### src/core/psc_cfg.svh
// Offsets, field positions, reset values and timing counts of the PSRAM controller
`ifndef PSC_CFG_SVH
`define PSC_CFG_SVH
// ----------------------------------------
// Register offsets
// ----------------------------------------
`define PSC_OFF_CMD 8'h00
`define PSC_OFF_ADDR 8'h04
`define PSC_OFF_WDATA 8'h08
`define PSC_OFF_CFGVAL 8'h0C
`define PSC_OFF_RDATA 8'h10
`define PSC_OFF_STATUS 8'h14
`define PSC_OFF_CFGMIR 8'h18
`define PSC_OFF_TCRFLR 8'h1C
// ----------------------------------------
// Fields and reset values
// ----------------------------------------
`define PSC_CR_PAGE 7
`define PSC_CR_TCR_LO 5
`define PSC_CR_SLEEP 4
`define PSC_CFG_RST 21'h00_0070
`define PSC_TOP_ADDR 21'h1F_FFFF
`define PSC_LANES_RST 2'h3
`define PSC_TCRFLR_RST 2'h3
`define PSC_RESP_OKAY 2'h0
`define PSC_RESP_SLVERR 2'h2
// ----------------------------------------
// Timing
// ----------------------------------------
`define PSC_CLK_MHZ 100
`define PSC_T_ACC_NS 70
`define PSC_ACC_CYC ((`PSC_T_ACC_NS * `PSC_CLK_MHZ + 999) / 1000)
`define PSC_T_CEM_NS 4000
`define PSC_CEM_CYC ((`PSC_T_CEM_NS * `PSC_CLK_MHZ) / 1000)
`define PSC_T_ZZ_US 10
`define PSC_ZZ_CYC (`PSC_T_ZZ_US * `PSC_CLK_MHZ + 1)
`define PSC_T_INIT_US 150
`define PSC_INIT_CYC (`PSC_T_INIT_US * `PSC_CLK_MHZ)
`define PSC_GAP_CYC 2
`endif

### src/core/psc_pkg.sv
// Types of the PSRAM controller
package psc_pkg;
  typedef enum logic [2:0] {
    OP_NONE, OP_READ, OP_WRITE, OP_PIN_CFG, OP_SW_CFG_WR, OP_SW_CFG_RD, OP_SLEEP, OP_WAKE
  } psc_op_e;
  typedef enum logic [2:0] {
    ST_IDLE, ST_ZZ_SETUP, ST_ACCESS, ST_GAP, ST_ZZ_HOLD, ST_SLEEP, ST_INIT
  } psc_state_e;
endpackage

### src/core/psc_ctrl.sv
// AXI4-Lite driven controller for an asynchronous page-mode PSRAM
//
// Function
// - Read: chip select, output enable, a byte select low, write enable high.
// - Controller never holds chip select or write enable low beyond max_select_low_time.
// - Controller picks a thermal_refresh_setting at or above case temperature.
// - Sleep bit one: sleep pin low over 10us enters partial refresh.
// - Sleep bit zero: pin low over 10us deep sleep; exit needs 150us.
// - Controller never uses the software sequence for deepest sleep.
// - Write right after sleep pin falls loads address bits into config_word.
// - Software sequence: two reads, then two writes or a write and read.
// - All four software accesses target the top address.
//
// The register addresses and the AXI4-Lite register port were chosen for this implementation.
`timescale 1ns/1ps
`include "psc_cfg.svh"
module psc_ctrl #(
  parameter logic [15:0] INIT_CYC = 16'(`PSC_INIT_CYC)
) (
  input wire logic mclk_in,
  input wire logic sys_rst_in,
  input wire logic [7:0] s_axi_awaddr_in,
  input wire logic s_axi_awvalid_in,
  output logic s_axi_awready_out,
  input wire logic [31:0] s_axi_wdata_in,
  input wire logic [3:0] s_axi_wstrb_in,
  input wire logic s_axi_wvalid_in,
  output logic s_axi_wready_out,
  output logic [1:0] s_axi_bresp_out,
  output logic s_axi_bvalid_out,
  input wire logic s_axi_bready_in,
  input wire logic [7:0] s_axi_araddr_in,
  input wire logic s_axi_arvalid_in,
  output logic s_axi_arready_out,
  output logic [31:0] s_axi_rdata_out,
  output logic [1:0] s_axi_rresp_out,
  output logic s_axi_rvalid_out,
  input wire logic s_axi_rready_in,
  output logic [20:0] mem_addr_out,
  output logic chip_select_n_out,
  output logic write_enable_n_out,
  output logic output_enable_n_out,
  output logic upper_byte_select_n_out,
  output logic lower_byte_select_n_out,
  output logic sleep_control_n_out,
  input wire logic [15:0] dq_in,
  output logic [15:0] dq_out,
  output logic [1:0] dq_oe_out
);
  localparam int GAP_MAX = 3;
  localparam int ZZ_MIN = `PSC_ZZ_CYC;
  localparam int CEM_MAX = `PSC_CEM_CYC;

  function automatic logic [31:0] merge(input logic [31:0] old, input logic [31:0] nw, input logic [3:0] strb);
    for (int i = 0; i < 4; i++) begin
      old[8*i +: 8] = strb[i] ? nw[8*i +: 8] : old[8*i +: 8];
    end
    return old;
  endfunction

  // Thermal setting ranked from coolest (0) to hottest (3)
  function automatic logic [1:0] tcr_rank(input logic [1:0] code);
    case (code)
      2'h3: return 2'h3;
      2'h0: return 2'h2;
      2'h1: return 2'h1;
      default: return 2'h0;
    endcase
  endfunction

  function automatic logic op_is_write(input psc_pkg::psc_op_e op, input logic [1:0] step);
    case (op)
      psc_pkg::OP_WRITE, psc_pkg::OP_PIN_CFG: return 1'b1;
      psc_pkg::OP_SW_CFG_WR: return step[1];
      psc_pkg::OP_SW_CFG_RD: return step == 2'h2;
      default: return 1'b0;
    endcase
  endfunction

  // ----------------------------------------
  // Register bus
  // ----------------------------------------
  logic bvalid_r, rvalid_r, refused_r, sw_used_r, deep_r;
  logic [1:0] bresp_r, rresp_r, lanes_r, tcr_floor_r, step_r;
  logic [31:0] rdata_r, wd_word, addr_word, cfg_word;
  logic [20:0] addr_r, cfgval_r, cfg_mirror_r;
  logic [15:0] wdata_r, mem_rdata_r, cnt_r;
  logic [15:0] dq_s1_r, dq_s2_r, dq_s3_r;
  psc_pkg::psc_state_e state_r;
  psc_pkg::psc_op_e op_r, cmd_op, launch_op;
  logic wr_fire, wr_hit, start, cmd_ok, launch, acc_wr, acc_done, acc_last, cfg_wr_op;
  logic [1:0] launch_step;

  assign wr_fire = s_axi_awvalid_in && s_axi_wvalid_in && !bvalid_r;
  assign s_axi_awready_out = wr_fire;
  assign s_axi_wready_out = wr_fire;
  assign s_axi_arready_out = !rvalid_r;
  assign s_axi_bvalid_out = bvalid_r;
  assign s_axi_bresp_out = bresp_r;
  assign s_axi_rvalid_out = rvalid_r;
  assign s_axi_rresp_out = rresp_r;
  assign s_axi_rdata_out = rdata_r;
  assign wr_hit = s_axi_awaddr_in[7:5] == 3'h0 && s_axi_awaddr_in[1:0] == 2'h0;
  assign start = wr_fire && s_axi_awaddr_in == `PSC_OFF_CMD && s_axi_wstrb_in[0];
  assign cmd_op = psc_pkg::psc_op_e'(s_axi_wdata_in[2:0]);
  assign cfg_wr_op = cmd_op == psc_pkg::OP_PIN_CFG || cmd_op == psc_pkg::OP_SW_CFG_WR;
  assign wd_word = merge({16'h0000, wdata_r}, s_axi_wdata_in, s_axi_wstrb_in);
  assign addr_word = merge({11'h000, addr_r}, s_axi_wdata_in, s_axi_wstrb_in);
  assign cfg_word = merge({11'h000, cfgval_r}, s_axi_wdata_in, s_axi_wstrb_in);

  always_comb begin
    cmd_ok = 1'b0;
    case (state_r)
      psc_pkg::ST_IDLE: cmd_ok = cmd_op != psc_pkg::OP_NONE && cmd_op != psc_pkg::OP_WAKE;
      psc_pkg::ST_SLEEP: cmd_ok = cmd_op == psc_pkg::OP_WAKE;
      default: cmd_ok = 1'b0;
    endcase
    if (cfg_wr_op && tcr_rank(cfgval_r[`PSC_CR_TCR_LO +: 2]) < tcr_floor_r) begin
      cmd_ok = 1'b0;
    end
    if (cmd_op == psc_pkg::OP_SW_CFG_WR && !cfgval_r[`PSC_CR_SLEEP]) begin
      cmd_ok = 1'b0;
    end
  end

  always_ff @(posedge mclk_in) begin
    if (sys_rst_in) begin
      bvalid_r <= 1'b0;
      bresp_r <= `PSC_RESP_OKAY;
    end else if (wr_fire) begin
      bvalid_r <= 1'b1;
      bresp_r <= (wr_hit && s_axi_awaddr_in[4:2] != 3'h4 && s_axi_awaddr_in[4:2] != 3'h6) ?
                 `PSC_RESP_OKAY : `PSC_RESP_SLVERR;
    end else if (s_axi_bready_in) begin
      bvalid_r <= 1'b0;
    end
  end

  always_ff @(posedge mclk_in) begin
    if (sys_rst_in) begin
      addr_r <= 21'h00_0000;
      wdata_r <= 16'h0000;
      lanes_r <= `PSC_LANES_RST;
      cfgval_r <= `PSC_CFG_RST;
      tcr_floor_r <= `PSC_TCRFLR_RST;
    end else if (wr_fire) begin
      case (s_axi_awaddr_in)
        `PSC_OFF_ADDR: addr_r <= addr_word[20:0];
        `PSC_OFF_WDATA: begin
          wdata_r <= wd_word[15:0];
          if (s_axi_wstrb_in[2]) begin
            lanes_r <= s_axi_wdata_in[17:16];
          end
        end
        `PSC_OFF_CFGVAL: cfgval_r <= cfg_word[20:0];
        `PSC_OFF_TCRFLR: tcr_floor_r <= s_axi_wstrb_in[0] ? s_axi_wdata_in[1:0] : tcr_floor_r;
        default: ;
      endcase
    end
  end

  // Refused command flag; a refusal in the clearing cycle wins
  always_ff @(posedge mclk_in) begin
    if (sys_rst_in) begin
      refused_r <= 1'b0;
    end else if (start && !cmd_ok) begin
      refused_r <= 1'b1;
    end else if (wr_fire && s_axi_awaddr_in == `PSC_OFF_STATUS) begin
      refused_r <= 1'b0;
    end
  end

  always_ff @(posedge mclk_in) begin
    if (sys_rst_in) begin
      rvalid_r <= 1'b0;
      rresp_r <= `PSC_RESP_OKAY;
      rdata_r <= 32'h0000_0000;
    end else if (s_axi_arvalid_in && !rvalid_r) begin
      rvalid_r <= 1'b1;
      rresp_r <= `PSC_RESP_OKAY;
      case (s_axi_araddr_in)
        `PSC_OFF_CMD: rdata_r <= {29'h0000_0000, op_r};
        `PSC_OFF_ADDR: rdata_r <= {11'h000, addr_r};
        `PSC_OFF_WDATA: rdata_r <= {14'h0000, lanes_r, wdata_r};
        `PSC_OFF_CFGVAL: rdata_r <= {11'h000, cfgval_r};
        `PSC_OFF_RDATA: rdata_r <= {16'h0000, mem_rdata_r};
        `PSC_OFF_STATUS: rdata_r <= {27'h000_0000, sw_used_r, refused_r, deep_r,
                                     state_r == psc_pkg::ST_SLEEP, state_r != psc_pkg::ST_IDLE};
        `PSC_OFF_CFGMIR: rdata_r <= {11'h000, cfg_mirror_r};
        `PSC_OFF_TCRFLR: rdata_r <= {30'h0000_0000, tcr_floor_r};
        default: begin
          rdata_r <= 32'h0000_0000;
          rresp_r <= `PSC_RESP_SLVERR;
        end
      endcase
    end else if (s_axi_rready_in) begin
      rvalid_r <= 1'b0;
    end
  end

  // ----------------------------------------
  // Data pin synchroniser
  // ----------------------------------------
  always_ff @(posedge mclk_in) begin
    if (sys_rst_in) begin
      dq_s1_r <= 16'h0000;
      dq_s2_r <= 16'h0000;
      dq_s3_r <= 16'h0000;
    end else begin
      dq_s1_r <= dq_in;
      dq_s2_r <= dq_s1_r;
      dq_s3_r <= dq_s2_r;
    end
  end

  // ----------------------------------------
  // Memory sequencer
  // ----------------------------------------
  assign launch_op = state_r == psc_pkg::ST_IDLE ? cmd_op : op_r;
  assign launch_step = state_r == psc_pkg::ST_GAP ? 2'(step_r + 2'h1) : 2'h0;
  assign acc_wr = op_is_write(launch_op, launch_step);
  assign acc_last = op_r != psc_pkg::OP_SW_CFG_WR && op_r != psc_pkg::OP_SW_CFG_RD || step_r == 2'h3;
  assign acc_done = state_r == psc_pkg::ST_ACCESS && cnt_r == 16'h0000 &&
                    (!output_enable_n_out ? dq_s2_r == dq_s3_r : 1'b1);
  always_comb begin
    launch = 1'b0;
    case (state_r)
      psc_pkg::ST_IDLE: launch = start && cmd_ok && (cmd_op == psc_pkg::OP_READ || cmd_op == psc_pkg::OP_WRITE ||
                                  cmd_op == psc_pkg::OP_SW_CFG_WR || cmd_op == psc_pkg::OP_SW_CFG_RD);
      psc_pkg::ST_ZZ_SETUP: launch = 1'b1;
      psc_pkg::ST_GAP: launch = cnt_r == 16'h0000 && !acc_last;
      default: launch = 1'b0;
    endcase
  end

  always_ff @(posedge mclk_in) begin
    if (sys_rst_in) begin
      state_r <= psc_pkg::ST_IDLE;
      op_r <= psc_pkg::OP_NONE;
      step_r <= 2'h0;
      cnt_r <= 16'h0000;
      mem_addr_out <= 21'h00_0000;
      chip_select_n_out <= 1'b1;
      write_enable_n_out <= 1'b1;
      output_enable_n_out <= 1'b1;
      upper_byte_select_n_out <= 1'b1;
      lower_byte_select_n_out <= 1'b1;
      sleep_control_n_out <= 1'b1;
      dq_out <= 16'h0000;
      dq_oe_out <= 2'h0;
    end else if (launch) begin
      op_r <= launch_op;
      step_r <= launch_step;
      state_r <= psc_pkg::ST_ACCESS;
      // Reads add the three synchroniser stages so the captured word was sampled after the access time
      cnt_r <= acc_wr ? 16'(`PSC_ACC_CYC - 1) : 16'(`PSC_ACC_CYC + 2);
      chip_select_n_out <= 1'b0;
      write_enable_n_out <= !acc_wr;
      output_enable_n_out <= acc_wr;
      if (launch_op == psc_pkg::OP_SW_CFG_WR || launch_op == psc_pkg::OP_SW_CFG_RD) begin
        mem_addr_out <= `PSC_TOP_ADDR;
        {upper_byte_select_n_out, lower_byte_select_n_out} <= 2'h0;
        dq_out <= launch_step == 2'h3 ? cfgval_r[15:0] : 16'h0000;
        dq_oe_out <= acc_wr ? 2'h3 : 2'h0;
      end else begin
        mem_addr_out <= launch_op == psc_pkg::OP_PIN_CFG ? cfgval_r : addr_r;
        {upper_byte_select_n_out, lower_byte_select_n_out} <= ~lanes_r;
        dq_out <= wdata_r;
        dq_oe_out <= acc_wr && launch_op != psc_pkg::OP_PIN_CFG ? lanes_r : 2'h0;
      end
    end else begin
      case (state_r)
        psc_pkg::ST_IDLE: if (start && cmd_ok) begin
          op_r <= cmd_op;
          sleep_control_n_out <= 1'b0;
          cnt_r <= 16'(`PSC_ZZ_CYC);
          state_r <= cmd_op == psc_pkg::OP_SLEEP ? psc_pkg::ST_ZZ_HOLD : psc_pkg::ST_ZZ_SETUP;
        end
        psc_pkg::ST_ACCESS: if (cnt_r != 16'h0000) begin
          cnt_r <= 16'(cnt_r - 16'h0001);
        end else if (acc_done) begin
          chip_select_n_out <= 1'b1;
          write_enable_n_out <= 1'b1;
          output_enable_n_out <= 1'b1;
          upper_byte_select_n_out <= 1'b1;
          lower_byte_select_n_out <= 1'b1;
          dq_oe_out <= 2'h0;
          cnt_r <= 16'(`PSC_GAP_CYC - 1);
          state_r <= psc_pkg::ST_GAP;
        end
        psc_pkg::ST_GAP: if (cnt_r != 16'h0000) begin
          cnt_r <= 16'(cnt_r - 16'h0001);
        end else begin
          sleep_control_n_out <= 1'b1;
          state_r <= psc_pkg::ST_IDLE;
        end
        psc_pkg::ST_ZZ_HOLD: if (cnt_r != 16'h0000) begin
          cnt_r <= 16'(cnt_r - 16'h0001);
        end else begin
          state_r <= psc_pkg::ST_SLEEP;
        end
        psc_pkg::ST_SLEEP: if (start && cmd_ok) begin
          sleep_control_n_out <= 1'b1;
          cnt_r <= INIT_CYC;
          state_r <= deep_r ? psc_pkg::ST_INIT : psc_pkg::ST_IDLE;
        end
        psc_pkg::ST_INIT: if (cnt_r != 16'h0000) begin
          cnt_r <= 16'(cnt_r - 16'h0001);
        end else begin
          state_r <= psc_pkg::ST_IDLE;
        end
        default: state_r <= psc_pkg::ST_IDLE;
      endcase
    end
  end

  // Read capture, config mirror and sleep kind
  always_ff @(posedge mclk_in) begin
    if (sys_rst_in) begin
      mem_rdata_r <= 16'h0000;
      cfg_mirror_r <= `PSC_CFG_RST;
      sw_used_r <= 1'b0;
      deep_r <= 1'b0;
    end else begin
      if (acc_done && !output_enable_n_out) begin
        mem_rdata_r <= dq_s3_r;
        if (op_r == psc_pkg::OP_SW_CFG_RD && step_r == 2'h3) begin
          cfg_mirror_r <= {5'h00, dq_s3_r};
        end
      end
      if (acc_done && acc_last && op_r == psc_pkg::OP_PIN_CFG) begin
        cfg_mirror_r <= mem_addr_out;
      end
      if (acc_done && acc_last && op_r == psc_pkg::OP_SW_CFG_WR) begin
        cfg_mirror_r <= {5'h00, dq_out};
        sw_used_r <= 1'b1;
      end
      if (state_r == psc_pkg::ST_IDLE && start && cmd_ok && cmd_op == psc_pkg::OP_SLEEP) begin
        deep_r <= !cfg_mirror_r[`PSC_CR_SLEEP];
      end
    end
  end

  // ----------------------------------------
  // Checks
  // ----------------------------------------
  logic [15:0] ce_low_cnt_r, zz_low_cnt_r;
  always_ff @(posedge mclk_in) begin
    if (sys_rst_in) begin
      ce_low_cnt_r <= 16'h0000;
      zz_low_cnt_r <= 16'h0000;
    end else begin
      ce_low_cnt_r <= chip_select_n_out ? 16'h0000 : 16'(ce_low_cnt_r + 16'h0001);
      zz_low_cnt_r <= sleep_control_n_out ? 16'h0000 : 16'(zz_low_cnt_r + 16'h0001);
    end
  end

  chk_ce_low_limit: assert property (@(posedge mclk_in) disable iff (sys_rst_in)
    ce_low_cnt_r < 16'(CEM_MAX)) else $error("chip select low too long");
  chk_read_pins: assert property (@(posedge mclk_in) disable iff (sys_rst_in)
    !chip_select_n_out && !output_enable_n_out |-> write_enable_n_out && dq_oe_out == 2'h0 &&
    !(upper_byte_select_n_out && lower_byte_select_n_out)) else $error("bad read pin levels");
  chk_sw_top_addr: assert property (@(posedge mclk_in) disable iff (sys_rst_in)
    !chip_select_n_out && (op_r == psc_pkg::OP_SW_CFG_WR || op_r == psc_pkg::OP_SW_CFG_RD)
    |-> mem_addr_out == `PSC_TOP_ADDR) else $error("software access off top address");
  chk_sw_back2back: assert property (@(posedge mclk_in) disable iff (sys_rst_in)
    $rose(chip_select_n_out) && !acc_last |-> ##[1:GAP_MAX] !chip_select_n_out)
    else $error("gap in software sequence");
  chk_sleep_entry: assert property (@(posedge mclk_in) disable iff (sys_rst_in)
    state_r == psc_pkg::ST_ZZ_HOLD ##1 state_r == psc_pkg::ST_SLEEP |-> zz_low_cnt_r > 16'(ZZ_MIN))
    else $error("sleep pin released too soon");
  chk_init_quiet: assert property (@(posedge mclk_in) disable iff (sys_rst_in)
    $rose(sleep_control_n_out) && deep_r |-> chip_select_n_out [*8]) else $error("access during wake-up");
  chk_no_sw_deep: assert property (@(posedge mclk_in) disable iff (sys_rst_in)
    !write_enable_n_out && op_r == psc_pkg::OP_SW_CFG_WR && step_r == 2'h3 |-> dq_out[`PSC_CR_SLEEP])
    else $error("software sequence would select deepest sleep");
  chk_pin_load: assert property (@(posedge mclk_in) disable iff (sys_rst_in)
    $fell(sleep_control_n_out) && op_r == psc_pkg::OP_PIN_CFG |-> ##[1:2] !chip_select_n_out &&
    !write_enable_n_out) else $error("no write after sleep pin fall");
  chk_tcr_floor: assert property (@(posedge mclk_in) disable iff (sys_rst_in)
    $fell(chip_select_n_out) && op_r == psc_pkg::OP_PIN_CFG
    |-> tcr_rank(mem_addr_out[`PSC_CR_TCR_LO +: 2]) >= tcr_floor_r) else $error("thermal setting too low");
  chk_sleep_idle: assert property (@(posedge mclk_in) disable iff (sys_rst_in)
    state_r == psc_pkg::ST_SLEEP || state_r == psc_pkg::ST_INIT |-> chip_select_n_out)
    else $error("access while asleep");
endmodule

### config.mk
export PLATFORM = sky130hd
export DESIGN_NAME = psc_ctrl
export DESIGN_NICKNAME = d
export VERILOG_FILES = /design/src/core/psc_pkg.sv /design/src/core/psc_ctrl.sv
export VERILOG_INCLUDE_DIRS = /design/src /design/src/core
export SDC_FILE = /design/constraint.sdc
export NUM_CORES = 1
export LEC_CHECK = 0
export ABC_AREA = 1
export BUFFER_PORTS_ARGS = -buffer_cell sky130_fd_sc_hd__buf_2
export CORE_ASPECT_RATIO = 0.6
export CORE_UTILIZATION = 50
export CTS_BUF_LIST = sky130_fd_sc_hd__clkbuf_2
export CTS_CLUSTER_SIZE = 25
export DETAILED_ROUTE_END_ITERATION = 16
export PLACE_DENSITY = 0.74
export SYNTH_ARGS = -nofsm -noshare
export SYNTH_HDL_FRONTEND = slang
export SYNTH_SLANG_ARGS = --single-unit
### constraint.sdc
create_clock -name mclk_in -period 4.6 [get_ports mclk_in]
set_input_delay 0.23 -clock mclk_in [delete_from_list [all_inputs] [get_ports mclk_in]]
set_output_delay 0.23 -clock mclk_in [all_outputs]
set_load 0.02 [all_outputs]
Word level (Yosys, flattened, before mapping)
Cells that the tools add are included.
{"block": "word_totals", "out_inout_bits": 86, "wordCells": 260, "ff_bits": 257}
{"block": "op_classes", "mux": 68, "bitwise": 2, "eq_ne": 60, "n_addsub": 2, "magnitude_cmp": 1, "reduce_logical": 89}
{"op": "$pmux W21 S8", "count": 1}
{"op": "$mux W16", "count": 9}
{"op": "$mux W21", "count": 5}
{"op": "$pmux W16 S4", "count": 1}
{"op": "$eq A8 B5 Y1 const B", "count": 6}
{"op": "$mux W3", "count": 12}
{"op": "$eq A3 B3 Y1 const B", "count": 11}
{"op": "$reduce_and A3 Y1", "count": 11}
{"op": "$eq A8 B4 Y1 const B", "count": 4}
{"op": "$ne A3 B3 Y1 const B", "count": 10}
{"op": "$logic_and A1 B1 Y1", "count": 28}
{"op": "$mux W1", "count": 22}
{"op": "$mux W2", "count": 11}
{"op": "$eq A3 B2 Y1 const B", "count": 7}
{"op": "$reduce_bool A2 Y1", "count": 9}
{"op": "$eq A16 B16 Y1", "count": 1}
{"op": "$eq A8 B3 Y1 const B", "count": 2}
{"op": "$logic_not A16 Y1", "count": 1}
{"op": "$logic_not A8 Y1", "count": 2}
{"op": "$reduce_bool A16 Y1", "count": 1}
{"op": "$sub A16 B1 Y16 const B", "count": 1}
{"op": "$pmux W3 S5", "count": 1}
{"op": "$reduce_bool A3 Y1", "count": 5}
{"op": "$ne A2 B2 Y1 const B", "count": 7}
{"op": "other kinds (26)", "count": 54}

Logic depth before layout (Yosys ltp)
Gate-level depths: netlist of run 1.
{"block": "depth", "ltp_word": 11, "depth_mapped": 16, "depth_no_buf": 16}

Worst setup path after synthesis of run 1
OpenSTA, ideal clock, no wires.
{"block": "synth_timing", "path_kind": "register to register", "from": "register cnt_r[0]", "to": "register lower_byte_select_n_out", "path_buffers": 1, "setup_ns": 0.126, "path_stages_with_launch": 14, "arrival_ns": 1.717, "path_slack_ns": 2.757, "path_cell_list": "dfxtp_1 > inv_1 > ha_1 > nand3_2 > nor2_2 > nand3_1 > nor2_1 > nor2_1 > nand2_2 > buf_6 > nor2_2 > inv_1 > o21ai_0 > nand2_1"}
{"block": "synth_via", "elab_chain_len": 5}
{"item": "start, declared", "line_no": "psc_ctrl.sv:87", "text": "logic [15:0] wdata_r, mem_rdata_r, cnt_r;"}
{"item": "start signal, assigned", "line_no": "psc_ctrl.sv:256", "text": "cnt_r <= acc_wr ? 16'(`PSC_ACC_CYC - 1) : 16'(`PSC_ACC_CYC + 2);"}
{"item": "start signal, assigned", "line_no": "psc_ctrl.sv:276", "text": "cnt_r <= 16'(`PSC_ZZ_CYC);"}
{"item": "start signal, assigned", "line_no": "psc_ctrl.sv:280", "text": "cnt_r <= 16'(cnt_r - 16'h0001);"}
{"item": "$logic_not A16 Y1", "line_no": "psc_ctrl.sv:223, psc_ctrl.sv:231"}
{"item": "$logic_and A1 B1 Y1 (on tied branches)", "line_no": "psc_ctrl.sv:231, psc_ctrl.sv:223"}
{"item": "$pmux W1 S3 / $logic_and A1 B1 Y1 (equally long branches)", "line_no": "psc_ctrl.sv:227, psc_ctrl.sv:223"}
{"item": "$ne A2 B2 Y1 (no line) / $reduce_bool A2 Y1 (equally long branches)"}
{"item": "$reduce_and A3 Y1 (no line)"}
{"item": "end signal, assigned", "line_no": "psc_ctrl.sv:267", "text": "{upper_byte_select_n_out, lower_byte_select_n_out} <= ~lanes_r;"}
{"item": "end, declared", "line_no": "psc_ctrl.sv:44", "text": "output logic lower_byte_select_n_out,"}
Several ways; a longest one is shown, not always the timed one.
A chain may end at the register's enable or synchronous reset.

Worst setup path in the final report of run 1
{"block": "layout_timing", "from": "register bvalid_r, in the netlist s_axi_bvalid_out", "to": "register op_r[1]"}
{"block": "layout_via", "elab_chain_len": 9}
{"item": "start, declared", "line_no": "psc_ctrl.sv:83", "text": "logic bvalid_r, rvalid_r, refused_r, sw_used_r, deep_r;"}
{"item": "start signal, assigned", "line_no": "psc_ctrl.sv:128", "text": "bvalid_r <= 1'b0;"}
{"item": "start signal, assigned", "line_no": "psc_ctrl.sv:131", "text": "bvalid_r <= 1'b1;"}
{"item": "start signal, assigned", "line_no": "psc_ctrl.sv:135", "text": "bvalid_r <= 1'b0;"}
{"item": "$logic_not A1 Y1 *", "line_no": "psc_ctrl.sv:94", "text": "assign wr_fire = s_axi_awvalid_in && s_axi_wvalid_in && !bvalid_r;"}
{"item": "$logic_and A1 B1 Y1 *", "line_no": "psc_ctrl.sv:94"}
{"item": "$logic_and A1 B1 Y1 (no line) *"}
{"item": "$logic_and A1 B1 Y1 *", "line_no": "psc_ctrl.sv:104", "text": "assign start = wr_fire && s_axi_awaddr_in == `PSC_OFF_CMD && s_axi_wstrb_in[0];"}
{"item": "$logic_and A1 B1 Y1 *", "line_no": "psc_ctrl.sv:228, psc_ctrl.sv:273"}
{"item": "$logic_and A1 B1 Y1", "line_no": "psc_ctrl.sv:228", "text": "psc_pkg::ST_IDLE: launch = start && cmd_ok && (cmd_op == psc_pkg::OP_READ || cmd_op == psc_pkg::OP_WRITE ||"}
{"item": "$pmux W1 S3", "line_no": "psc_ctrl.sv:227", "text": "case (state_r)"}
{"item": "$reduce_bool A2 Y1 (no line)"}
{"item": "$reduce_and A2 Y1 (no line)"}
{"item": "end signal, assigned", "line_no": "psc_ctrl.sv:239", "text": "op_r <= psc_pkg::OP_NONE;"}
{"item": "end signal, assigned", "line_no": "psc_ctrl.sv:252", "text": "op_r <= launch_op;"}
{"item": "end signal, assigned", "line_no": "psc_ctrl.sv:274", "text": "op_r <= cmd_op;"}
{"item": "end, declared", "line_no": "psc_ctrl.sv:90", "text": "psc_pkg::psc_op_e op_r, cmd_op, launch_op;"}
Mark *: on every way between the ends. The rest lies on a longest branch, timed or not.

==> results of run 1 <==
final cells by class:
cell class,instances,area (sq um)
Fill cell,2117,8800
Multi-Input combinational cell,1123,5330
Sequential cell,244,4880
Timing Repair Buffer,226,1570
Inverter,183,688
Clock buffer,85,425
Tap cell,308,385
Clock inverter,17,93.8
worst min-delay path by stage:
stage,from,endpoint,slack (ns),depth (start not counted)
global placement,dq_s1_r[13],dq_s2_r[13],0.39,2
global route,dq_in[14],dq_s1_r[14],0.02,4
CTS,s_axi_awaddr_in[0],tcr_floor_r[0],0.005,6
detailed placement,dq_s1_r[8],dq_s2_r[8],0.40,2
floorplan,dq_in[0],dq_s1_r[0],0.34,2
finish,dq_in[14],dq_s1_r[14],0.05,4
critical path, delay by kind of cell, from the launching register on:
kind,cells,cell delay [ns]
flops,1,0.35
compound gates,2,0.35
buf+inv,3,1.30
simple gates,7,1.06
stage by stage:
| stage | cells | cell area, sq um |
|---|---|---|
| after floorplan | 1640 | 11400 |
| after global placement | 2000 | 12000 |
| after detailed placement | 2000 | 12000 |
| after CTS | 2184 | 13400 |
| after global routing | 2186 | 13400 |
| final | 2186 | 13400 |
layout by cell type, fill, tap and decap left out, types with 13 or more instances in the layout:
cell type                       Yosys  layout
sky130_fd_sc_hd__nand3_1           66      66
sky130_fd_sc_hd__dfxtp_1          244     244
sky130_fd_sc_hd__a31oi_1           37      37
sky130_fd_sc_hd__clkbuf_2           0      85
sky130_fd_sc_hd__o211ai_1          16      16
sky130_fd_sc_hd__clkinv_1           3      15
sky130_fd_sc_hd__nor2_1           201     201
sky130_fd_sc_hd__o21ai_0          142     142
sky130_fd_sc_hd__dlygate4sd3_1      0      84
sky130_fd_sc_hd__o21ai_1           38      38
sky130_fd_sc_hd__conb_1             1      13
sky130_fd_sc_hd__a21oi_1          128     128
sky130_fd_sc_hd__nand2_1          364     364
sky130_fd_sc_hd__inv_2             15      15
sky130_fd_sc_hd__inv_1            165     165
sky130_fd_sc_hd__nor3_1            17      17
sky130_fd_sc_hd__buf_2             18     135
power breakdown:
part | switching [mW] | internal (mW) | total (mW) | leakage, nW
registers | 0.265 | 2.35 | 2.62 | 1.98
logic | 1.65 | 0.753 | 2.40 | 3.57
clock network | 0.898 | 0.546 | 1.44 | 0.399
what timing repair did:
| item | in CTS | in global routing |
|---|---|---|
| hold endpoints to repair | 93 | 2 |
| gates resized for setup | 0 | 0 |
| hold buffers | 82 | 2 |
logic make-up after synthesis:
group,synth area share [%]
simple gates,26.1
flops,42.9
fa+ha+maj,0.330
xor+xnor,1.15
other cells,0.0329
compound gates,18.8
buf+inv,10.7
sequential cells by signal (all words and copies together) (netlist names), 3 cells and up:
| name | count |
|---|---|
| addr_r | 21 |
| cfg_mirror_r | 21 |
| cfgval_r | 21 |
| mem_addr_out | 21 |
| s_axi_rdata_out | 21 |
| cnt_r | 16 |
| dq_out | 16 |
| dq_s1_r | 16 |
| dq_s2_r | 16 |
| dq_s3_r | 16 |
| mem_rdata_r | 16 |
| wdata_r | 16 |
| op_r | 3 |
| state_r | 3 |
per-layer routing:
layer	GRT usage, %	vias up	routed length (microns)
li1	-	5707	-
met4	8.28	0	635
met3	12.3	49	5380
met5	0	-	0
met1	47.3	5396	17100
met2	42.6	666	14500
==> key figures, run 1 <==
Status
  • Status: finished clean

STA
  • Period utilization: 71.4%
  • Final critical delay including setup and external delays: 3.28 ns
  • Final hold violations: 0
  • Setup TNS: 0 ns
  • Normalized max-slew margin: 29.7%
  • Slew Viols, Final: 0
  • Final critical-path setup slack: 1.32 ns
  • Hold Slack: 0.0537 ns
  • F_max: 304 MHz
  • Post-route clock skew: 0.0753 ns
  • RSZ-0062 raised after global routing: false
  • Endpoints failing setup: 0
  • Measured slew at the worst slew-check pin: 1.04 ns

CTS
  • H-Tree Level Count: 2
  • Number of buffers inserted to repair setup after CTS: 0
  • CTS Buf Count: 56
  • Clk buf depth: 3
  • Buffer type at the clock tree root: sky130_fd_sc_hd__clkbuf_2
  • Insertion delay of the later-clocked pin in the worst-skew pair: 0.92 ns
  • Clock tree from TritonCTS: yes
  • Clock slew at the register clock pins of the worst setup and hold paths: 0.12 ns
  • CTS sink count: 244

Final layout
  • Share of final-layout standard cells stronger than drive strength 1: 15.2%
  • Layout overhead on the synthesized area: 17.5%
  • Diodes inserted: 0
  • Share of the core filled with cells: 60.3%
  • Post-layout net count: 1912

Synthesis
  • Share of flip-flops with an asynchronous set or reset: 0%
  • Number of distinct library cells after synthesis: 46
  • Number of enable flip-flop cells after synthesis: 0
  • Cell types with the largest area share after synthesis: sky130_fd_sc_hd__dfxtp_1 (43%), sky130_fd_sc_hd__nand2_1 (12%), sky130_fd_sc_hd__nor2_1 (6.6%), sky130_fd_sc_hd__o21ai_0 (6.2%), sky130_fd_sc_hd__a21oi_1 (5.6%)
  • Area leader, netlist: sky130_fd_sc_hd__dfxtp_1
  • Top-area cell type share of the netlist area: 42.9%
  • Number of cells produced by synthesis: 1628
  • Sequential area share after synthesis: 42.9%
  • Warnings, synthesis: 0
  • Avg Synthesized Cell Area: 6.99 sq um
  • Netlist area before placement: 11400 sq um
  • Dominant cell by count in the synthesized netlist: sky130_fd_sc_hd__nand2_1
  • Commonest cells post-synth: sky130_fd_sc_hd__nand2_1 (364), sky130_fd_sc_hd__dfxtp_1 (244), sky130_fd_sc_hd__nor2_1 (201)
  • Number of storage elements in the synthesis netlist: 244
  • Synth Flop Type: sky130_fd_sc_hd__dfxtp_1

Flow run
  • MaxCap Viol Count: 0

Worst setup path
  • Data arrival time of the critical path: 4.09 ns
  • Crit path launch: s_axi_bvalid_out
  • Endpoint of the worst register-to-register path: op_r[1]
  • CP max-delay cell: sky130_fd_sc_hd__buf_4
  • Largest driver fanout on the critical path: 83
  • Crit path cell chain: inv_2 > nand3_2 > dlygate4sd3_1 > nor2_2 > nand2_1 > nor2_2 > nand4_4 > nand2_2 > buf_4 > nor2_1 > o21bai_1 > a21oi_1
  • CP Launch Type: flop
  • Classification of the worst setup path: reg2reg
  • Crit-path max cell delay: 0.62 ns
  • Required time of the critical path: 5.40 ns
  • Reg-to-Reg Start: s_axi_bvalid_out
  • Minimum setup slack among reg-to-reg paths: 1.32 ns
  • Logic depth of the worst register-to-register path: 12
  • Kind of capture point of the worst setup path: flop
  • Critical path's most frequent cell: sky130_fd_sc_hd__nor2_2
  • Critical path endpoint: op_r[1]

Min path
  • Class of the worst hold path: in2reg

GRT
  • Maximum number of pins on one net before global-route repair: 87
  • Global-route usage over all layers: 32.0%
  • Number of global-route vias before repair: 10700
  • First-pass GRT wire length: 57900 microns
  • Number of antenna violations at the first check in global routing: 0
  • Congestion Overflow GR: 0

Placement
  • Number of buffers inserted by port buffering: 135
  • Weighted congestion at the end of routability-driven global placement: 0.953
  • Detailed Place HPWL: 25500 microns
  • Worst-case setup slack after placement: 1.46 ns

Routing
  • DRC: 0
  • Number of antenna-violating nets in the routed design: 0
  • DR vias/cell: 5.41
  • Avg WL per Cell: 17.2 microns
  • DR iter-0 viols: 1315
  • Total via count in the routed design: 11800
  • Drt first pass iters: 7
  • Total Wirelength: 37600 microns

Pwr
  • Leakage power of the design: 5.96 nW
  • Final Total Pwr: 6.46 mW
  • Power density over cell area: 483 nW/um^2
  • Peak supply drop: 285 uV

Die
  • Die boundary width: 197 microns
  • Die area: 23400 sq um
  • Core Box Area: 22200 sq um
  • Die extent in y: 119 microns
  • Number of top-level pins: 161
  • Num rows: 42
  • Starting density of the core: 51.3%
Power figures use the tool's default switching activity.
==> run 2, diff against run 1 <==
--- a/config.mk
+++ b/config.mk
@@ -13,7 +13,7 @@
 export CTS_BUF_LIST = sky130_fd_sc_hd__clkbuf_2
 export CTS_CLUSTER_SIZE = 25
 export DETAILED_ROUTE_END_ITERATION = 16
-export PLACE_DENSITY = 0.74
+export PLACE_DENSITY = 0.77
 export SYNTH_ARGS = -nofsm -noshare
 export SYNTH_HDL_FRONTEND = slang
 export SYNTH_SLANG_ARGS = --single-unit
==> constraint.sdc (replaced) <==
create_clock -name mclk_in -period 2.64 [get_ports mclk_in]
set_input_delay 0.132 -clock mclk_in [delete_from_list [all_inputs] [get_ports mclk_in]]
set_output_delay 0.132 -clock mclk_in [all_outputs]
set_load 0.02 [all_outputs]
==> run 2 against run 1 <==
  * Routed wire length is 2.8% higher
  * Final cell count is 2.6% higher
  * Power is 75% higher
  * Via count is 2.6% higher
  * Sequential share of layout area is 1.5 points lower
==> key figures, run 2 (same netlist as run 1, synthesis figures left out) <==
STA
  • Setup TNS: 0 ns
  • Final critical delay including setup and external delays: 2.62 ns
  • Final hold violations: 0
  • Measured slew at the worst slew-check pin: 0.985 ns
  • F_max: 382 MHz
  • Endpoints failing setup: 0
  • Slew Viols, Final: 0
  • Period utilization: 99.2%
  • Normalized max-slew margin: 34.3%
  • Post-route clock skew: 0.0552 ns
  • RSZ-0062 raised after global routing: true

Min path
  • Class of the worst hold path: in2reg
  • Cells on Worst Hold Path: 4
  • Min-delay src: s_axi_wdata_in[15]
  • Worst Hold End: wdata_r[15]

Die
  • Die extent in y: 119 microns
  • Num rows: 42
  • Core Box Area: 22200 sq um
  • Die boundary width: 197 microns
  • Die area: 23400 sq um
  • Number of top-level pins: 161
  • Starting density of the core: 51.3%

Worst setup path
  • Required time of the critical path: 3.46 ns
  • Logic depth of the worst register-to-register path: 8
  • Crit-path max cell delay: 0.60 ns
  • Classification of the worst setup path: in2reg
  • CP max-delay cell: sky130_fd_sc_hd__dlygate4sd3_1
  • Data arrival time of the critical path: 3.44 ns
  • CP Launch Type: input pin
  • Family of cells with the greatest summed delay on the critical path: buffers and inverters
  • Crit path cell chain: dlygate4sd3_1 > buf_2 > inv_1 > nand3_1 > dlygate4sd3_1 > nor2_2 > nand2_1 > nor3_2 > nand3_1 > dlygate4sd3_1 > nand3_1 > dlygate4sd3_1
  • Kind of capture point of the worst setup path: flop
  • Number of buffer and inverter instances along the worst setup path: 6
  • Endpoint of the worst register-to-register path: cfgval_r[18]
  • Minimum setup slack among reg-to-reg paths: 0.11 ns
  • Critical path's most frequent cell: sky130_fd_sc_hd__dlygate4sd3_1
  • Largest driver fanout on the critical path: 4
  • Reg-to-Reg Start: s_axi_bvalid_out

Final layout
  • Final instance area: 14000 sq um
  • Commonest non-fill, non-tap cells in the layout: sky130_fd_sc_hd__nand2_1 (363), sky130_fd_sc_hd__dfxtp_1 (244), sky130_fd_sc_hd__nor2_1 (200)
  • Share of final-layout standard cells stronger than drive strength 1: 16.3%
  • Most common cell after layout, fill and taps aside: sky130_fd_sc_hd__nand2_1
  • Diodes inserted: 0
  • Post-layout net count: 1973
  • Layout overhead on the synthesized area: 22.6%

CTS
  • H-Tree Level Count: 2
  • Buffer type at the clock tree root: sky130_fd_sc_hd__clkbuf_2
  • Clk buf depth: 3
  • CTS sink count: 244
  • Clock tree from TritonCTS: yes
  • Insertion delay of the later-clocked pin in the worst-skew pair: 0.88 ns
  • Clock slew at the register clock pins of the worst setup and hold paths: 0.12 ns
  • CTS Buf Count: 55

Placement
  • Weighted congestion at the end of routability-driven global placement: 0.999
  • Cell area reported after detailed placement: 12200 sq um
  • Number of buffers inserted by port buffering: 135
  • Detailed Place HPWL: 26300 microns

GRT
  • Number of global-route vias before repair: 11200
  • Global-route usage over all layers: 33.0%
  • Congestion Overflow GR: 0
  • Maximum number of pins on one net before global-route repair: 87
  • Number of antenna violations at the first check in global routing: 0
  • First-pass GRT wire length: 59800 microns

Pwr
  • Leakage power of the design: 6.27 nW
  • Power density over cell area: 810 nW/um^2
  • Peak supply drop: 444 uV

Status
  • Status: finished clean

Routing
  • DR iter-0 viols: 1220
  • Avg WL per Cell: 17.2 microns
  • Total via count in the routed design: 12100
  • Drt first pass iters: 8
  • Number of antenna-violating nets in the routed design: 0
  • DR vias/cell: 5.41
  • DRC: 0
  • Total Wirelength: 38600 microns

Flow run
  • MaxCap Viol Count: 0
==> run 2: cell types whose count changed in the layout (fill, tap and decap cells not counted), sizes merged <==
cell         delta
bufinv          -1
clkbuf          -3
buf            +26
clkinvlp        +1
dlygate4sd3    +36
clkinv          -3
==> run 2: timing repair <==
| item | CTS | global route |
|---|---|---|
| hold buffers | 120 | 0 |
| gates resized for setup | 0 | 15 |
| endpoints found under the setup margin | 0 | 19 |
| setup buffers | 0 | 1 |
| hold endpoints to repair | 152 | 0 |
==> run 2: how the worst max path moves through the flow <==
stage                             from                      end  cells after the start
CTS                 s_axi_awaddr_in[5]             cfgval_r[19]                     13
global placement              cnt_r[0]                cnt_r[10]                     14
global route        s_axi_awaddr_in[5]               lanes_r[0]                     12
floorplan                     cnt_r[0]  lower_byte_select_n_out                     13
detailed placement            cnt_r[0]                cnt_r[10]                     14
finish              s_axi_awaddr_in[5]               lanes_r[0]                     12
==> run 2: area by class of cell <==
cell class,count,area (sq um)
fill,2017,8210
multi-input combinational,1123,5370
sequential,244,4880
timing repair buffer,288,2160
inverter,183,692
clock buffer,82,410
tap,308,385
clock inverter,14,62.6
==> run 2: power breakdown <==
group / leakage, nW / switching [mW] / total (mW) / internal, mW
Combinational: 3.91 / 2.90 / 4.35 / 1.44
Sequential: 1.98 / 0.478 / 4.57 / 4.09
Clock: 0.374 / 1.57 / 2.39 / 0.827
Total: 6.27 / 4.94 / 11.3 / 6.37
==> run 2: worst reg2reg max path: stages (launching register included) <==
cell,delay [ns]
sky130_fd_sc_hd__dfxtp_1,0.34
sky130_fd_sc_hd__inv_2,0.07
sky130_fd_sc_hd__nand3_2,0.11
sky130_fd_sc_hd__nor2_1,0.37
sky130_fd_sc_hd__nand2_2,0.18
sky130_fd_sc_hd__o21ai_1,0.16
sky130_fd_sc_hd__dlygate4sd3_1,0.60
sky130_fd_sc_hd__nor2_1,0.05
sky130_fd_sc_hd__dlygate4sd3_1,0.56
==> run 2: per-stage QoR <==
stage	worst slack, ns	total power, mW	hold WS [ns]	cells	util [%]
finish	0.0222	11.3	0.0702	2242	63.0
global route	-0.0601	12.0	0.0432	2242	63.0
CTS	0.0328	11.2	0.0122	2241	62.7
detailed placement	0.198	8.71	0.340	2025	55.2
global placement	0.253	8.62	0.332	2025	55.2
floorplan	0.797	7.71	0.239	1640	-
==> run 2: metal layers <==
layer / vias to the layer above / wire [microns] / GRT usage (%)
met3: 80 / 5580 / 12.7
met2: 718 / 15300 / 45.4
met1: 5499 / 16900 / 47.5
met5: - / 0 / 0
li1: 5827 / - / -
met4: 0 / 776 / 9.01
==> run 3, diff against run 2 <==
--- a/config.mk
+++ b/config.mk
@@ -9,6 +9,7 @@
 export ABC_AREA = 1
 export BUFFER_PORTS_ARGS = -buffer_cell sky130_fd_sc_hd__buf_2
 export CORE_ASPECT_RATIO = 0.6
+export CORE_MARGIN = 2
 export CORE_UTILIZATION = 50
 export CTS_BUF_LIST = sky130_fd_sc_hd__clkbuf_2
 export CTS_CLUSTER_SIZE = 25
==> run 3 against run 2 <==
  * Global-route usage decreased by 1.4 points
  * Non-clock buffer count increased by 2
  * The run now ends with setup timing left
  * Via count increased by 0.41%
  * Combinational power about the same
  * Flip-flop and latch count unchanged
  * Largest power group unchanged
  * Design area decreased by 0.50%
  * First-iteration DRC count decreased by 1.7%
  * Clock-buffer cell count decreased by 9
  * Sequential power about the same
  * Clock skew decreased by 0.0022 ns
  * Routed wire length decreased by 1.3%
==> key figures, run 3 (same netlist as run 1, synthesis figures left out) <==
Routing
  • DRC: 0
  • Total Wirelength: 38100 microns
  • Drt first pass iters: 6
  • DR vias/cell: 5.47
  • DR iter-0 viols: 1199
  • Total via count in the routed design: 12200
  • Number of antenna-violating nets in the routed design: 0
  • Avg WL per Cell: 17.1 microns

Status
  • Status: finished, violations left
  • Violations in the final reports: setup timing

STA
  • Period utilization: 100%
  • Slew Viols, Final: 0
  • Final critical-path setup slack: -0.000518 ns
  • Endpoints failing setup: 1
  • Normalized max-slew margin: 34.8%
  • RSZ-0062 raised after global routing: true
  • Measured slew at the worst slew-check pin: 0.978 ns
  • Setup TNS: -0.000518 ns
  • Final hold violations: 0
  • Post-route clock skew: 0.0529 ns
  • Final critical delay including setup and external delays: 2.64 ns
  • Hold Slack: 0.0504 ns
  • F_max: 379 MHz

Final layout
  • Non-filler cells, final: 2227
  • Layout overhead on the synthesized area: 22.0%
  • Commonest non-fill, non-tap cells in the layout: sky130_fd_sc_hd__nand2_1 (362), sky130_fd_sc_hd__dfxtp_1 (244), sky130_fd_sc_hd__nor2_1 (198)
  • Final instance area: 13900 sq um
  • Share of final-layout standard cells stronger than drive strength 1: 15.8%
  • Most common cell after layout, fill and taps aside: sky130_fd_sc_hd__nand2_1
  • Number of filler instances in the final layout: 2004
  • Post-layout net count: 1974

CTS
  • Clock tree from TritonCTS: yes
  • CTS sink count: 244
  • Buffer type at the clock tree root: sky130_fd_sc_hd__clkbuf_2
  • H-Tree Level Count: 2
  • CTS Buf Count: 54
  • Clk buf depth: 3
  • Insertion delay of the later-clocked pin in the worst-skew pair: 0.90 ns
  • Clock slew at the register clock pins of the worst setup and hold paths: 0.11 ns

Die
  • Core Box Area: 22200 sq um
  • Num rows: 42
  • Die extent in y: 121 microns
  • Starting density of the core: 51.3%
  • Die area: 24000 sq um
  • Number of top-level pins: 161
  • Die boundary width: 199 microns

Pwr
  • Power density over cell area: 806 nW/um^2
  • Final Total Pwr: 11.2 mW
  • Peak supply drop: 371 uV
  • Leakage power of the design: 6.21 nW

GRT
  • Number of global-route vias before repair: 11000
  • Number of antenna violations at the first check in global routing: 0
  • Maximum number of pins on one net before global-route repair: 87
  • Global-route usage over all layers: 31.6%
  • First-pass GRT wire length: 58800 microns
  • Congestion Overflow GR: 0

Worst setup path
  • Crit path cell chain: dlygate4sd3_1 > buf_2 > nor2_2 > dlygate4sd3_1 > inv_1 > nor2_2 > nand2_2 > o21ai_0 > dlygate4sd3_1 > nor2_1 > dlygate4sd3_1
  • CP Launch Type: input pin
  • Kind of capture point of the worst setup path: flop
  • Required time of the critical path: 3.40 ns
  • Critical path's most frequent cell: sky130_fd_sc_hd__dlygate4sd3_1
  • CP max-delay cell: sky130_fd_sc_hd__dlygate4sd3_1
  • Largest driver fanout on the critical path: 8
  • Classification of the worst setup path: in2reg
  • Crit-path max cell delay: 0.60 ns
  • Data arrival time of the critical path: 3.41 ns

Placement
  • Weighted congestion at the end of routability-driven global placement: 0.988
  • Cell area reported after detailed placement: 12200 sq um
  • Placed cells: 2025
  • Number of buffers inserted by port buffering: 135
  • Detailed Place HPWL: 25900 microns

Flow run
  • MaxCap Viol Count: 0

Min path
  • Class of the worst hold path: in2reg
-- run 3: cell types whose count changed in the layout (fill, tap and decap cells not counted), moves of 2 or more --
cell and change:
sky130_fd_sc_hd__dlygate4sd3_1 +2, sky130_fd_sc_hd__o21ai_1 -4, sky130_fd_sc_hd__clkbuf_2 -9, sky130_fd_sc_hd__buf_12 -2
sky130_fd_sc_hd__o21ai_0 +4, sky130_fd_sc_hd__nor3_4 -2, sky130_fd_sc_hd__nor2_2 +3, sky130_fd_sc_hd__clkinv_2 -4
sky130_fd_sc_hd__clkinv_1 -4, sky130_fd_sc_hd__nor2_1 -2
-- run 3: worst paths after layout --
kind / start / to / slack [ns] / cells past startpoint
setup / recovery: s_axi_awaddr_in[4] / cfgval_r[18] / -0.0005 / 11
hold / removal: dq_in[4] / dq_s1_r[4] / 0.05 / 4
setup reg to reg: cnt_r[0] / cfg_mirror_r[10] / 0.10 / 12
hold reg to reg: dq_s1_r[8] / dq_s2_r[8] / 0.41 / 2
-- run 3: report_power, final --
| group | leakage (nW) | internal, mW | switching, mW | total [mW] |
|---|---|---|---|---|
| Combinational | 3.90 | 1.46 | 2.90 | 4.36 |
| Sequential | 1.98 | 4.09 | 0.469 | 4.56 |
| Clock | 0.324 | 0.813 | 1.45 | 2.27 |
-- run 3: timing repair --
action	4_1_cts	5_1_grt
hold buffers	124	0
resized for setup	0	11
endpoints found under the setup margin	0	21
buffers inserted	0	0
hold endpoints to repair	147	0
-- run 3: worst max-delay path: cells and delay by family --
family / cells / cell delay [ns]
and+or+nand+nor: 4 / 0.50
AOI/OAI and AO/OA: 1 / 0.22
buffers and inverters: 6 / 2.53
-- run 3: cell type report --
cell class / instances / area [sq um] / area share, %
inverters: 183 / 688 / 4.95
multi-input cells: 1123 / 5360 / 38.6
clock buffers: 73 / 365 / 2.63
repair buffers: 290 / 2170 / 15.6
flip-flops and latches: 244 / 4880 / 35.2
well taps: 308 / 385 / 2.77
diodes: 1 / 2.50 / 0.0180
clock inverters: 5 / 45.0 / 0.324
-- run 3: metal layers --
layer	routed length [microns]	GRT usage [%]
met1	16900	45.8
met2	14900	43.6
met3	5600	11.6
met4	734	8.58
met5	0	0
-- run 3: through the flow --
stage,worst slack [ns],utilization [%]
2_1_floorplan,0.797,-
3_3_place_gp,0.246,55.1
5_1_grt,-0.0724,62.6
3_5_place_dp,0.244,55.1
4_1_cts,0.165,62.5
6_report,-0.000518,62.6
